<file path="src/hw/dss_pkg.sv">
// Shared constants and types of the dual synthesizer serial register load
package dss_pkg;

    // Synchroniser lanes for all asynchronous inputs
    localparam int SYNC_W  = 8;
    localparam int SY_SCLK = 0;
    localparam int SY_DIN  = 1;
    localparam int SY_ENN  = 2;
    localparam int SY_REF  = 3;
    localparam int SY_VCO0 = 4;
    localparam int SY_VCO1 = 5;
    localparam int SY_LD0  = 6;

    // Transfer length decides the target register
    localparam int         CNT_W     = 6;
    localparam int         SHIFT_W   = 32;
    localparam logic [5:0] CTRL_BITS = 6'h08;
    localparam logic [5:0] REF_BITS  = 6'h10;
    localparam logic [5:0] SWAL_BITS = 6'h18;
    localparam logic [5:0] CASC_BITS = 6'h20;
    localparam logic [5:0] CNT_MAX   = 6'h3f;

    // Control byte fields
    localparam int CTRL_W        = 8;
    localparam int CTRL_SIDE_BIT = 7;
    localparam int CTRL_PSC_BIT  = 6;
    localparam int OSEL_LSB      = 0;
    localparam int OSEL_W        = 3;

    // Reference word fields
    localparam int REF_SIDE_BIT = 15;
    localparam int REF_TOP_LSB  = 13;
    localparam int REF_TOP_W    = 3;
    localparam int REF_LOW_W    = 13;

    // Swallow word fields
    localparam int SWAL_SIDE_BIT = 23;
    localparam int N_LSB         = 6;
    localparam int N_W           = 12;
    localparam int A_LSB         = 0;
    localparam int A_W           = 6;
    localparam int FB_W          = 18;

    // Prescaler lower modulus
    localparam logic [FB_W-1:0] PSC_LOW_32 = 18'h00020;
    localparam logic [FB_W-1:0] PSC_LOW_64 = 18'h00040;

    // Configurable output selections
    localparam logic [2:0] OSEL_REF0 = 3'h0;
    localparam logic [2:0] OSEL_REF1 = 3'h1;
    localparam logic [2:0] OSEL_VCO0 = 3'h2;
    localparam logic [2:0] OSEL_VCO1 = 3'h3;
    localparam logic [2:0] OSEL_DOUT = 3'h4;

    typedef enum logic [1:0] {
        ST_IDLE  = 2'b01,
        ST_SHIFT = 2'b10
    } dss_port_type;

endpackage // dss_pkg

</file>
<file path="src/hw/dss_divider.sv">
// Programmable event divider: one pulse per ratio input events
module dss_divider
    import dss_pkg::*;
#(
    parameter int W = 13
) (
    input  wire logic         clk,     // System clock
    input  wire logic         reset_n, // Asynchronous reset, active low
    input  wire logic         tick,    // One input event
    input  wire logic [W-1:0] ratio,   // Divide ratio, 0 acts as 1
    output logic              pulse    // One-cycle pulse per period
);

    typedef struct packed {
        logic [W-1:0] cnt;
        logic         pulse;
    } dss_div_type;

    dss_div_type s_r;
    dss_div_type s_nxt;
    logic        lastTick;

    // A lowered ratio ends the period at once instead of wrapping
    assign lastTick = (ratio <= W'(1)) || (W'(s_r.cnt + 1'b1) >= ratio);

    always_comb begin
        s_nxt       = s_r;
        s_nxt.pulse = 1'b0;
        if (tick) begin
            if (lastTick) begin
                s_nxt.cnt   = '0;
                s_nxt.pulse = 1'b1;
            end else begin
                s_nxt.cnt = W'(s_r.cnt + 1'b1);
            end
        end
    end

    always_ff @(posedge clk or negedge reset_n) begin
        if (!reset_n) begin
            s_r <= '0;
        end else begin
            s_r <= s_nxt;
        end
    end

    assign pulse = s_r.pulse;

endmodule // dss_divider

</file>
<file path="src/hw/dss_serial_load.sv">
// Serial-loaded register set and counters of a dual synthesizer
module dss_serial_load
    import dss_pkg::*;
(
    input  wire logic       clk,          // System clock, 250 MHz
    input  wire logic       reset_n,      // Asynchronous reset, active low
    input  wire logic       sclk,         // Serial clock pin
    input  wire logic       din,          // Serial data pin
    input  wire logic       serialEnN,    // Serial enable pin, active low
    input  wire logic       refInput,     // Reference input pin
    input  wire logic [1:0] vcoIn,        // Prescaled VCO per side
    input  wire logic [1:0] lockDet,      // Lock detector level per side
    output logic            dataOut,      // Serial data to next device
    output logic [1:0]      dividedRef,   // Divided reference pulses
    output logic [1:0]      dividedVco,   // Divided VCO pulses
    output logic            cfgOut,       // Configurable output
    output logic [1:0]      lockOut,      // Open-drain lock level
    output logic [1:0]      lockOutOe     // Lock pin pulls low when high
);

    typedef struct packed {
        logic [SYNC_W-1:0]              sy1;
        logic [SYNC_W-1:0]              sy2;
        logic [SYNC_W-1:0]              prev;
        dss_port_type                   port;
        logic [CNT_W-1:0]               count;
        logic [SHIFT_W-1:0]             shift;
        logic                           dout;
        logic [1:0][CTRL_W-1:0]         ctrl;
        logic [1:0][REF_TOP_W-1:0]      refTop;
        logic [1:0][REF_LOW_W-1:0]      refBuf1;
        logic [1:0][REF_LOW_W-1:0]      refBuf2;
        logic [1:0][N_W-1:0]            nCnt;
        logic [1:0][A_W-1:0]            aCnt;
        logic                           cfgOut;
        logic [1:0]                     lockOe;
    } dss_state_type;

    dss_state_type s_r;
    dss_state_type s_nxt;

    function automatic logic [FB_W-1:0] fbRatio(
        input logic [N_W-1:0] n,
        input logic [A_W-1:0] a,
        input logic           psc64
    );
        logic [FB_W-1:0] p;
        logic [2*FB_W-1:0] prod;
        p    = psc64 ? PSC_LOW_64 : PSC_LOW_32;
        prod = (2*FB_W)'(n) * (2*FB_W)'(p);
        return FB_W'(prod[FB_W-1:0] + FB_W'(a));
    endfunction

    ////////////////////////////////////////////////////////////////////////
    // Edge events, seen only on the second synchroniser stage
    logic                 sclkRise;
    logic                 enRise;
    logic                 refTick;
    logic [1:0]           vcoTick;
    logic                 inShift;
    logic                 xferCtrl;
    logic                 xferRef;
    logic                 xferSwal;
    logic                 ctrlSide;
    logic                 refSide;
    logic                 swSide;
    logic [CTRL_W-1:0]    ctrlByte;
    logic [REF_TOP_W-1:0] refTopBits;
    logic [REF_LOW_W-1:0] refLow;
    logic [REF_LOW_W-1:0] swBuf1;
    logic [OSEL_W-1:0]    outSel;
    logic [1:0][FB_W-1:0] fbR;

    assign sclkRise = s_r.sy2[SY_SCLK] & ~s_r.prev[SY_SCLK];
    assign enRise   = s_r.sy2[SY_ENN] & ~s_r.prev[SY_ENN];
    assign refTick  = s_r.sy2[SY_REF] & ~s_r.prev[SY_REF];
    assign vcoTick  = s_r.sy2[SY_VCO1:SY_VCO0] & ~s_r.prev[SY_VCO1:SY_VCO0];
    assign inShift  = (s_r.port == ST_SHIFT);
    assign xferCtrl = inShift && enRise
                      && (s_r.count == CTRL_BITS || s_r.count == CASC_BITS);
    assign xferRef  = inShift && enRise && (s_r.count == REF_BITS);
    assign xferSwal = inShift && enRise && (s_r.count == SWAL_BITS);

    assign ctrlSide   = s_r.shift[CTRL_SIDE_BIT];
    assign refSide    = s_r.shift[REF_SIDE_BIT];
    assign swSide     = s_r.shift[SWAL_SIDE_BIT];
    assign ctrlByte   = s_r.shift[CTRL_W-1:0];
    assign refTopBits = s_r.shift[REF_TOP_LSB +: REF_TOP_W];
    assign refLow     = s_r.shift[REF_LOW_W-1:0];
    assign swBuf1     = s_r.refBuf1[swSide];
    // Side 0 control byte owns the shared output pin
    assign outSel     = s_r.ctrl[0][OSEL_LSB +: OSEL_W];

    ////////////////////////////////////////////////////////////////////////
    // Next-state logic
    always_comb begin
        s_nxt      = s_r;
        s_nxt.sy1  = {lockDet, vcoIn, refInput, serialEnN, din, sclk};
        s_nxt.sy2  = s_r.sy1;
        s_nxt.prev = s_r.sy2;
        // Oldest bit of the shifter leaves toward the next cascaded device
        s_nxt.dout = s_r.shift[SHIFT_W-1];
        case (s_r.port)
            ST_IDLE: begin
                if (!s_r.sy2[SY_ENN]) begin
                    s_nxt.port  = ST_SHIFT;
                    s_nxt.count = '0;
                end
            end
            ST_SHIFT: begin
                if (sclkRise) begin
                    s_nxt.shift = {s_r.shift[SHIFT_W-2:0], s_r.sy2[SY_DIN]};
                    if (s_r.count != CNT_MAX) begin
                        s_nxt.count = CNT_W'(s_r.count + 1'b1);
                    end
                end
                if (enRise) begin
                    s_nxt.port = ST_IDLE;
                end
                if (xferCtrl) begin
                    s_nxt.ctrl[ctrlSide] = ctrlByte;
                end
                if (xferRef) begin
                    s_nxt.refTop[refSide]  = refTopBits;
                    s_nxt.refBuf1[refSide] = refLow;
                end
                if (xferSwal) begin
                    s_nxt.nCnt[swSide]    = s_r.shift[N_LSB +: N_W];
                    s_nxt.aCnt[swSide]    = s_r.shift[A_LSB +: A_W];
                    s_nxt.refBuf2[swSide] = swBuf1;
                end
            end
            default: begin
                s_nxt.port = ST_IDLE;
            end
        endcase
        case (outSel)
            OSEL_REF0: s_nxt.cfgOut = dividedRef[0];
            OSEL_REF1: s_nxt.cfgOut = dividedRef[1];
            OSEL_VCO0: s_nxt.cfgOut = dividedVco[0];
            OSEL_VCO1: s_nxt.cfgOut = dividedVco[1];
            OSEL_DOUT: s_nxt.cfgOut = s_r.dout;
            default:   s_nxt.cfgOut = 1'b0;
        endcase
        s_nxt.lockOe = ~s_r.sy2[SY_LD0 +: 2];
    end

    always_ff @(posedge clk or negedge reset_n) begin
        if (!reset_n) begin
            s_r      <= '0;
            s_r.port <= ST_IDLE;
            // Enable idles high; a zero here would fake a frame after reset
            s_r.sy1[SY_ENN]  <= 1'b1;
            s_r.sy2[SY_ENN]  <= 1'b1;
            s_r.prev[SY_ENN] <= 1'b1;
        end else begin
            s_r <= s_nxt;
        end
    end

    ////////////////////////////////////////////////////////////////////////
    // Counters per side
    for (genvar i = 0; i < 2; i++) begin : g_side
        assign fbR[i] = fbRatio(s_r.nCnt[i], s_r.aCnt[i],
                                s_r.ctrl[i][CTRL_PSC_BIT]);

        dss_divider #(.W(REF_LOW_W)) u_ref (
            .clk     (clk),
            .reset_n (reset_n),
            .tick    (refTick),
            .ratio   (s_r.refBuf2[i]),
            .pulse   (dividedRef[i])
        );

        dss_divider #(.W(FB_W)) u_fb (
            .clk     (clk),
            .reset_n (reset_n),
            .tick    (vcoTick[i]),
            .ratio   (fbR[i]),
            .pulse   (dividedVco[i])
        );
    end

    assign dataOut   = s_r.dout;
    assign cfgOut    = s_r.cfgOut;
    // Open-drain: the level is always low, only the enable moves
    assign lockOut   = 2'b00;
    assign lockOutOe = s_r.lockOe;
endmodule // dss_serial_load

</file>
<file path="config.mk">
export PLATFORM = sky130hd
export DESIGN_NAME = dss_serial_load
export DESIGN_NICKNAME = d
export VERILOG_FILES = /design/src/hw/dss_pkg.sv /design/src/hw/dss_divider.sv /design/src/hw/dss_serial_load.sv
export SDC_FILE = /design/constraint.sdc
export NUM_CORES = 1
export LEC_CHECK = 0
export ABC_AREA = 1
export ABC_CLOCK_PERIOD_IN_PS = 5300
export BUFFER_PORTS_ARGS = -buffer_cell sky130_fd_sc_hd__buf_2
export CORE_MARGIN = 2
export CORE_UTILIZATION = 45
export CTS_CLUSTER_SIZE = 24
export DETAILED_ROUTE_END_ITERATION = 10
export PLACE_DENSITY_LB_ADDON = 0.1
export SYNTH_ARGS = -nofsm -noshare
export SYNTH_HDL_FRONTEND = slang
export SYNTH_SLANG_ARGS = --single-unit
</file>
<file path="constraint.sdc">
create_clock -name clk -period 5.3 [get_ports clk]
set_input_delay 0 -clock clk [delete_from_list [all_inputs] [get_ports clk]]
set_output_delay 0 -clock clk [all_outputs]
set_load 0.1 [all_outputs]
</file>
After elaboration in Yosys (flattened, before gate mapping). Cells that the tools add are included.

Memory bits (writable): 0. Output and inout port bits: 10. Latch bits: 0. Memories kept: 0. Logic and storage cells: 132. Register bits: 236. Input port bits: 10. Bits in read-only memories: 0.

Magnitude comparators: 14. Multiplexer cells: 38. Shifts and indexed selects: 0. Add/subtract/negate cells: 7. Eq/ne operators: 15. Bitwise operators: 9. $mul: 2. Reductions and logical operators: 20. Divide/modulo/power cells: 0.

Operators with widths (count): 2-to-1 mux 13 bit (6); bitwise mux 26 bit (2); 2-to-1 mux 38 bit (1); adder 18 x 1 -> 18 bit, second input constant (2); adder 18 x 6 -> 18 bit (2); greater-or-equal comparator 18 bit (2); less-or-equal comparator 18 x 1 -> 1 bit, second input constant (2); multiplier 12 x 7 -> 18 bit (2); 2-to-1 mux 18 bit (2); adder 13 x 1 -> 13 bit, second input constant (2); demux 13 bit (select 1 bit) (2); greater-or-equal comparator 13 bit (2); less-or-equal comparator 13 x 1 -> 1 bit, second input constant (2); bitwise mux 24 bit (1); bitwise mux 16 bit (1); 2-to-1 mux 8 bit (2); 2-to-1 mux 7 bit (2); bitwise mux 12 bit (1); demux 12 bit (select 1 bit) (1); == test 6 x 5 -> 1 bit, second input constant (2); 2-to-1 mux 12 bit (1); 2-to-1 mux 6 bit (2); one-hot mux 6 bit (2 select lines) (1); AND reduction 2 bit (5); other kinds (28) (57).

Depth between registers and ports, before layout.
Depth in word-level cells: 7. Depth in mapped cells: 29. Gate-level depth less buffers: 27.

By module. Synthesis repeated with hierarchy kept, for this count alone.

Cells, all modules: 1856. Area total of the unflattened synthesis: 14435.1 µm².

By module, submodules not included: dss_serial_load (sequential area each 3958.8 µm², area an instance 7981.4 µm², cells an instance 889, times used 1); dss_divider (g_side[0].u_fb ...) (sequential area each 475.5 µm², area an instance 1799.2 µm², cells an instance 274, times used 2); dss_divider (g_side[1].u_ref) (sequential area each 350.3 µm², area an instance 1437.6 µm², cells an instance 208, times used 1); dss_divider (g_side[0].u_ref) (sequential area each 350.3 µm², area an instance 1417.6 µm², cells an instance 211, times used 1).

Worst setup path after synthesis. No wires, ideal clock.

Kind: reg2reg. Start: register s_r[111] (netlist name). End: register g_side[1].u_fb.s_r[10] (netlist name). Arrival: 4.304 ns. Required time: 5.224 ns. Setup time: 0.076 ns. Buffers on the path: 3. Clock period less this slack: 4.380 ns. Setup slack: 0.920 ns. Stages on the path, launching flop included: 29. Path through: dfrtp_1 > clkbuf_1 > clkbuf_1 > nor2_1 > ha_1 > ha_1 > ha_1 > ha_1 > ha_1 > nand2_1 > inv_1 > nand4_1 > nand3_1 > inv_1 > or2_0 > nand2_1 > inv_1 > ha_1 > nand2_1 > inv_1 > and3_1 > a41oi_1 > nand2_1 > nand2_1 > nand2_1 > nand2_1 > nand3_4 > buf_8 > a21oi_2.

Cells in the longest elaborated chain, start to end: 6. Elaborated cells on any way between the ends: 7. Classes of those cells: 1 x add/sub; 1 x mul; 2 x order compare; 2 x mux; 1 x reduce/logical.

RTL lines: start: declaration (RTL line dss_serial_load.sv:39) `dss_state_type s_r;`; start signal: assignment (RTL line dss_serial_load.sv:157) `s_r <= s_nxt;`; 2-to-1 mux 7 bit * (RTL line dss_serial_load.sv:49) `p = psc64 ? PSC_LOW_64 : PSC_LOW_32;`; multiplier 12 x 7 -> 18 bit * (RTL line dss_serial_load.sv:50) `prod = (2*FB_W)'(n) * (2*FB_W)'(p);`; adder 18 x 6 -> 18 bit * (RTL line dss_serial_load.sv:51) `return FB_W'(prod[FB_W-1:0] + FB_W'(a));`; less-or-equal comparator 18 x 1 -> 1 bit / greater-or-equal comparator 18 bit (equally long branches) (RTL line dss_divider.sv:24) `assign lastTick = (ratio <= W'(1)) || (W'(s_r.cnt + 1'b1) >= ratio);`; logical OR 1 bit * (RTL line dss_divider.sv:24); 2-to-1 mux 18 bit * (RTL line dss_divider.sv:30) `if (lastTick) begin`; end signal: assignment (RTL line dss_divider.sv:43) `s_r <= s_nxt;`; end: declaration (RTL line dss_divider.sv:19) `dss_div_type s_r;`.

Every way passes the cells marked *; elsewhere a longest branch is shown, timed or not. A chain may end at the register's enable or synchronous reset.

Worst setup path after layout.
Start: register s_r[103] (netlist name). End: register g_side[0].u_fb.s_r[10] (netlist name).

Cells in the longest elaborated chain, start to end: 6. Elaborated cells on any way between the ends: 7. Classes of those cells: 1 x add/sub; 1 x mul; 2 x order compare; 2 x mux; 1 x reduce/logical.

RTL lines (RTL line): 2-to-1 mux 7 bit * (dss_serial_load.sv:49); multiplier 12 x 7 -> 18 bit * (dss_serial_load.sv:50); adder 18 x 6 -> 18 bit * (dss_serial_load.sv:51); less-or-equal comparator 18 x 1 -> 1 bit / greater-or-equal comparator 18 bit (equally long branches) (dss_divider.sv:24); logical OR 1 bit * (dss_divider.sv:24); 2-to-1 mux 18 bit * (dss_divider.sv:30); end signal: assignment (dss_divider.sv:43); end: declaration (dss_divider.sv:19).

Marks and branches as above.

==> impl_metrics.env <==
export IMPL_final_instance_count_excl_fill=2132
export IMPL_start_kind="register"
export IMPL_final_max_slew_viol_count=0
export IMPL_yosysUniqueCellTypes=57
export IMPL_headroom_to_the_max_slew_limit_pct=28.6
export IMPL_ys_warn_count=0
export IMPL_boundaryPins=20
export IMPL_initialDrtViolationCount=537
export IMPL_synth_mux_area_share_pct=0.938
export IMPL_number_of_detailed_route_iterations_in_the_first_pass=5
export IMPL_synth_top_family_by_area="simple AND/OR/NAND/NOR gates"
export IMPL_placement_io_buffers=17
export IMPL_path_clk_slew_ps=60
export IMPL_post_cts_setup_buffers=0
export IMPL_avgSynthCellArea_um2=8.13
export IMPL_hold_ws_ps=-10.0
export IMPL_antenna_violating_nets_post_route=0
export IMPL_fillCellCount=2961
export IMPL_p_clk_share_pct=38.7
export IMPL_transition_time_at_the_pin_with_the_least_slew_margin_ps=1070
export IMPL_ys_async_sr_fraction_pct=100
export IMPL_critical_path_class="register to register"
export IMPL_grt_usage_pct=18.0
export IMPL_synth_enable_flop_cells=0
export IMPL_tritoncts="built"
export IMPL_power_density_cell_area_mw_per_mm2=294
export IMPL_grt_antenna_before_repair=1
export IMPL_critPathSlowestCell="sky130_fd_sc_hd__dfrtp_1"
export IMPL_synth_top_cells_by_area="sky130_fd_sc_hd__dfrtp_1, sky130_fd_sc_hd__ha_1, sky130_fd_sc_hd__nand2_1"
export IMPL_area_growth_syn_to_layout_pct=9.55
export IMPL_top_ff_cell_synth="sky130_fd_sc_hd__dfrtp_1"
export IMPL_final_layout_size_suffix_gt1_share_pct=7.26
export IMPL_cts_htree_levels=1
export IMPL_clockBufferDepth=3
export IMPL_number_of_instances_in_the_synthesized_netlist=1706
export IMPL_place_hpwl_mm=20.4
export IMPL_grt_first_pass_wirelength_mm=49.2
export IMPL_die_area_mm2=0.0322
export IMPL_power_internal_mw=3.10
export IMPL_cap_viol_max_count=0
export IMPL_post_cts_resized=0
export IMPL_cpMostUsedCell="sky130_fd_sc_hd__nand2_1"
export IMPL_die_x_um=180
export IMPL_die_height_um=180
export IMPL_netSwitchingFraction_pct=30.8
export IMPL_synth_seq_area_share_pct=40.4
export IMPL_cts_made_buffers=25
export IMPL_skew_ps=15.5
export IMPL_nNetsFinal=1879
export IMPL_failed_checks="hold timing"
export IMPL_synth_simple_area_share_pct=22.3
export IMPL_via_count=10475
export IMPL_critPathMaxStageDelay_ps=770
export IMPL_leakagePower_nw=7.92
export IMPL_seq_power_share_pct=43.0
export IMPL_finalSetupViolations=0
export IMPL_report_final_hold_viol_count=4
export IMPL_min_path_type="input port to async pin"
export IMPL_first_global_vias=10122
export IMPL_rsz_0062_raised_after_global_routing="false"
export IMPL_drt_vias_per_instance=4.91
export IMPL_synthAdderAreaFrac_pct=13.7
export IMPL_worst_ir_drop_on_vdd_v=0.000293
export IMPL_power_share_combinational_pct=18.3
export IMPL_routed_wire_length_per_instance_um=13.3
export IMPL_maxClockFrequency_mhz=217
export IMPL_fp_row_count=64
export IMPL_placeableCoreArea_mm2=0.0305
export IMPL_initial_utilization_pct=45.5
export IMPL_root_buffer="sky130_fd_sc_hd__clkbuf_16"
export IMPL_run_status="finished, violations left"
export IMPL_grt_ovfl_total=0
export IMPL_synth_compound_area_share_pct=9.49
export IMPL_placedCellCount=2077
export IMPL_antenna_cells=0
export IMPL_fin_crit_sh_pct=86.9
export IMPL_drt_wl_total_mm=28.3
export IMPL_worst_setup_path_end_kind="register"
export IMPL_synthXorXnorAreaFrac_pct=3.94
export IMPL_fin_tns_setup_ps=0
export IMPL_grt_max_degree=159
export IMPL_net_switching_power_mw=1.38
export IMPL_critical_path_peak_fanout=25
export IMPL_clk_latency_ps=530
export IMPL_gpl_final_weighted_congestion=0.820
export IMPL_crit_path_cell_trace="nor2_1 -> ha_1 -> ha_1 -> ha_1 -> ha_1 -> ha_1 -> nand2_1 -> or3_1 -> nand3_1 -> nand2_1 -> nand2_2 -> inv_1 -> ha_1 -> nand2_1 -> nor3b_1 -> a41oi_1 -> nand2_1 -> nand2_1 -> nand2_1 -> nand2_4 -> nand4_1 -> nand2_1"
export IMPL_worst_ep_required_time_ps=5710
export IMPL_netlist_top_cell_by_area="sky130_fd_sc_hd__dfrtp_1"
export IMPL_clock_sinks=224
export IMPL_synth_seq_cells=224
export IMPL_worstPathArrival_ps=5010
export IMPL_netlist_area_leader_share_pct=39.7
export IMPL_period_needed_ps=4600
export IMPL_synthesis_area_mm2=0.0139
export IMPL_drc_errors=0
==> stage by stage <==
stage | hold WS [ps] | power, mW | utilization (%) | setup slack [ps] | area, um^2
6_report | -10.0 | 4.47 | 49.8 | 696 | 15200
3_5_place_dp | -21.2 | 2.78 | 46.8 | 725 | 14300
3_3_place_gp | -25.9 | 2.77 | 46.8 | 808 | 14300
5_1_grt | 41.4 | 4.75 | 49.8 | 147 | 15200
2_1_floorplan | -296 | 2.57 | - | 920 | 13900
4_1_cts | 12.1 | 4.55 | 49.8 | 662 | 15200
==> synth_stat cells (10+ instances only) <==
cell type	number
sky130_fd_sc_hd__xnor2_1	17
sky130_fd_sc_hd__ha_1	152
sky130_fd_sc_hd__dfrtp_1	220
sky130_fd_sc_hd__nand2_1	423
sky130_fd_sc_hd__nand4_1	52
sky130_fd_sc_hd__nor2_1	94
sky130_fd_sc_hd__o21ai_0	163
sky130_fd_sc_hd__mux2i_1	13
sky130_fd_sc_hd__nand3_1	59
sky130_fd_sc_hd__xor2_1	38
sky130_fd_sc_hd__a21oi_1	44
sky130_fd_sc_hd__a21oi_2	10
sky130_fd_sc_hd__inv_1	257
sky130_fd_sc_hd__nor3_1	16
sky130_fd_sc_hd__clkbuf_1	36
==> routing by layer <==
| layer | GRT usage (%) | part of all wire [%] |
|---|---|---|
| met5 | 0 | 0 |
| met4 | 4.03 | 1.9 |
| met3 | 2.37 | 2.8 |
| met2 | 29.9 | 46 |
| met1 | 25.3 | 49 |
==> worst paths after layout <==
check                                startpoint                            endpoint  slack, ps  cells after the start
min reg2reg                s_nxt[168]$_DFF_PN0_                s_nxt[160]$_DFF_PN0_        350                      0
max reg2reg                s_r[103]$_DFFE_PN0P_  g_side[0].u_fb.s_r[10]$_DFFE_PN0P_        700                     22
max                        s_r[103]$_DFFE_PN0P_  g_side[0].u_fb.s_r[10]$_DFFE_PN0P_        700                     22
max in group asynchronous               reset_n  g_side[1].u_ref.s_r[7]$_DFFE_PN0P_       4100                      3
min in group clk                           sclk                s_nxt[162]$_DFF_PN0_        110                      2
min                                     reset_n  g_side[0].u_fb.s_r[13]$_DFFE_PN0P_        -10                      2
==> state kept, by name, indices dropped and copies added, names as in the netlist, 2 cells and up <==
| name | cells |
|---|---|
| g_side.u_fb.pulse | 2 |
| refTopBits | 2 |
| g_side.u_ref.pulse | 2 |
| g_side.u_fb.s_r | 36 |
| lockOutOe | 2 |
| g_side.u_ref.s_r | 26 |
| ctrlByte | 8 |
| refLow | 5 |
| s_nxt | 17 |
| outSel | 3 |
| s_r | 118 |
==> what timing repair did <==
item	4_1_cts	5_1_grt
endpoints found under the setup margin	0	0
endpoints found under the hold margin	74	0
hold buffers	9	0
==> placed cells by master (no fill, tap or decap), types with 3 or more instances in the layout <==
cell type / count
sky130_fd_sc_hd__clkbuf_8: 7
sky130_fd_sc_hd__nor2_4: 4
sky130_fd_sc_hd__o21ai_0: 163
sky130_fd_sc_hd__nand3_2: 6
sky130_fd_sc_hd__buf_2: 16
sky130_fd_sc_hd__a21oi_1: 44
sky130_fd_sc_hd__o21bai_1: 4
sky130_fd_sc_hd__o21ai_1: 5
sky130_fd_sc_hd__nor3_1: 16
sky130_fd_sc_hd__mux2i_1: 13
sky130_fd_sc_hd__clkinv_2: 6
sky130_fd_sc_hd__inv_2: 5
sky130_fd_sc_hd__clkbuf_16: 25
sky130_fd_sc_hd__nand3b_1: 3
sky130_fd_sc_hd__nand4_2: 3
sky130_fd_sc_hd__xnor2_1: 17
sky130_fd_sc_hd__nor2_1: 94
sky130_fd_sc_hd__inv_1: 257
sky130_fd_sc_hd__a21oi_2: 10
sky130_fd_sc_hd__dfrtp_1: 220
sky130_fd_sc_hd__nor4_1: 4
sky130_fd_sc_hd__xor2_1: 38
sky130_fd_sc_hd__dfstp_2: 4
sky130_fd_sc_hd__nand2_2: 5
sky130_fd_sc_hd__nand3_1: 57
sky130_fd_sc_hd__clkinv_1: 4
sky130_fd_sc_hd__conb_1: 10
sky130_fd_sc_hd__nand2_1: 423
sky130_fd_sc_hd__a21o_1: 7
sky130_fd_sc_hd__ha_1: 152
sky130_fd_sc_hd__dlygate4sd3_1: 9
sky130_fd_sc_hd__nor2_2: 4
sky130_fd_sc_hd__buf_4: 3
sky130_fd_sc_hd__nand4_1: 52
sky130_fd_sc_hd__clkinvlp_4: 5
sky130_fd_sc_hd__nor3_2: 5
==> logic make-up after synthesis <==
family                     after synthesis
AOI/OAI and AO/OA                      244
xor gates and xnor gates                59
adders and majority gates              152
buffers and inverters                  321
DFF                                    224
muxes                                   13
other                                    1
and+or+nand+nor                        692
==> layout make-up <==
type	instances	area [um^2]	share of cell area [%]
Multi-Input combinational cell	1170	7030	46.3
Sequential cell	224	5610	36.9
Inverter	266	998	6.57
Clock buffer	33	726	4.78
Tap cell	396	495	3.26
Timing Repair Buffer	30	228	1.50
Clock inverter	13	106	0.700
==> power by group through the flow <==
stage	registers, mW	clock network (mW)	logic (mW)
2_1_floorplan	1.92	0	0.654
3_5_place_dp	1.95	0	0.828
4_1_cts	1.92	1.79	0.837
5_1_grt	1.94	1.85	0.964
3_3_place_gp	1.95	0	0.815
6_report	1.92	1.73	0.820
==> critical path: cells and delay by family, from the launching register on <==
family	cells	cell delay, ps
buffers and inverters	1	50
AO/OA/AOI/OAI	1	140
adder cells (fa/ha/maj)	6	1840
AND/OR/NAND/NOR	14	1660
flip-flops	1	770
Note: power is estimated with default switching activity, not from simulation.
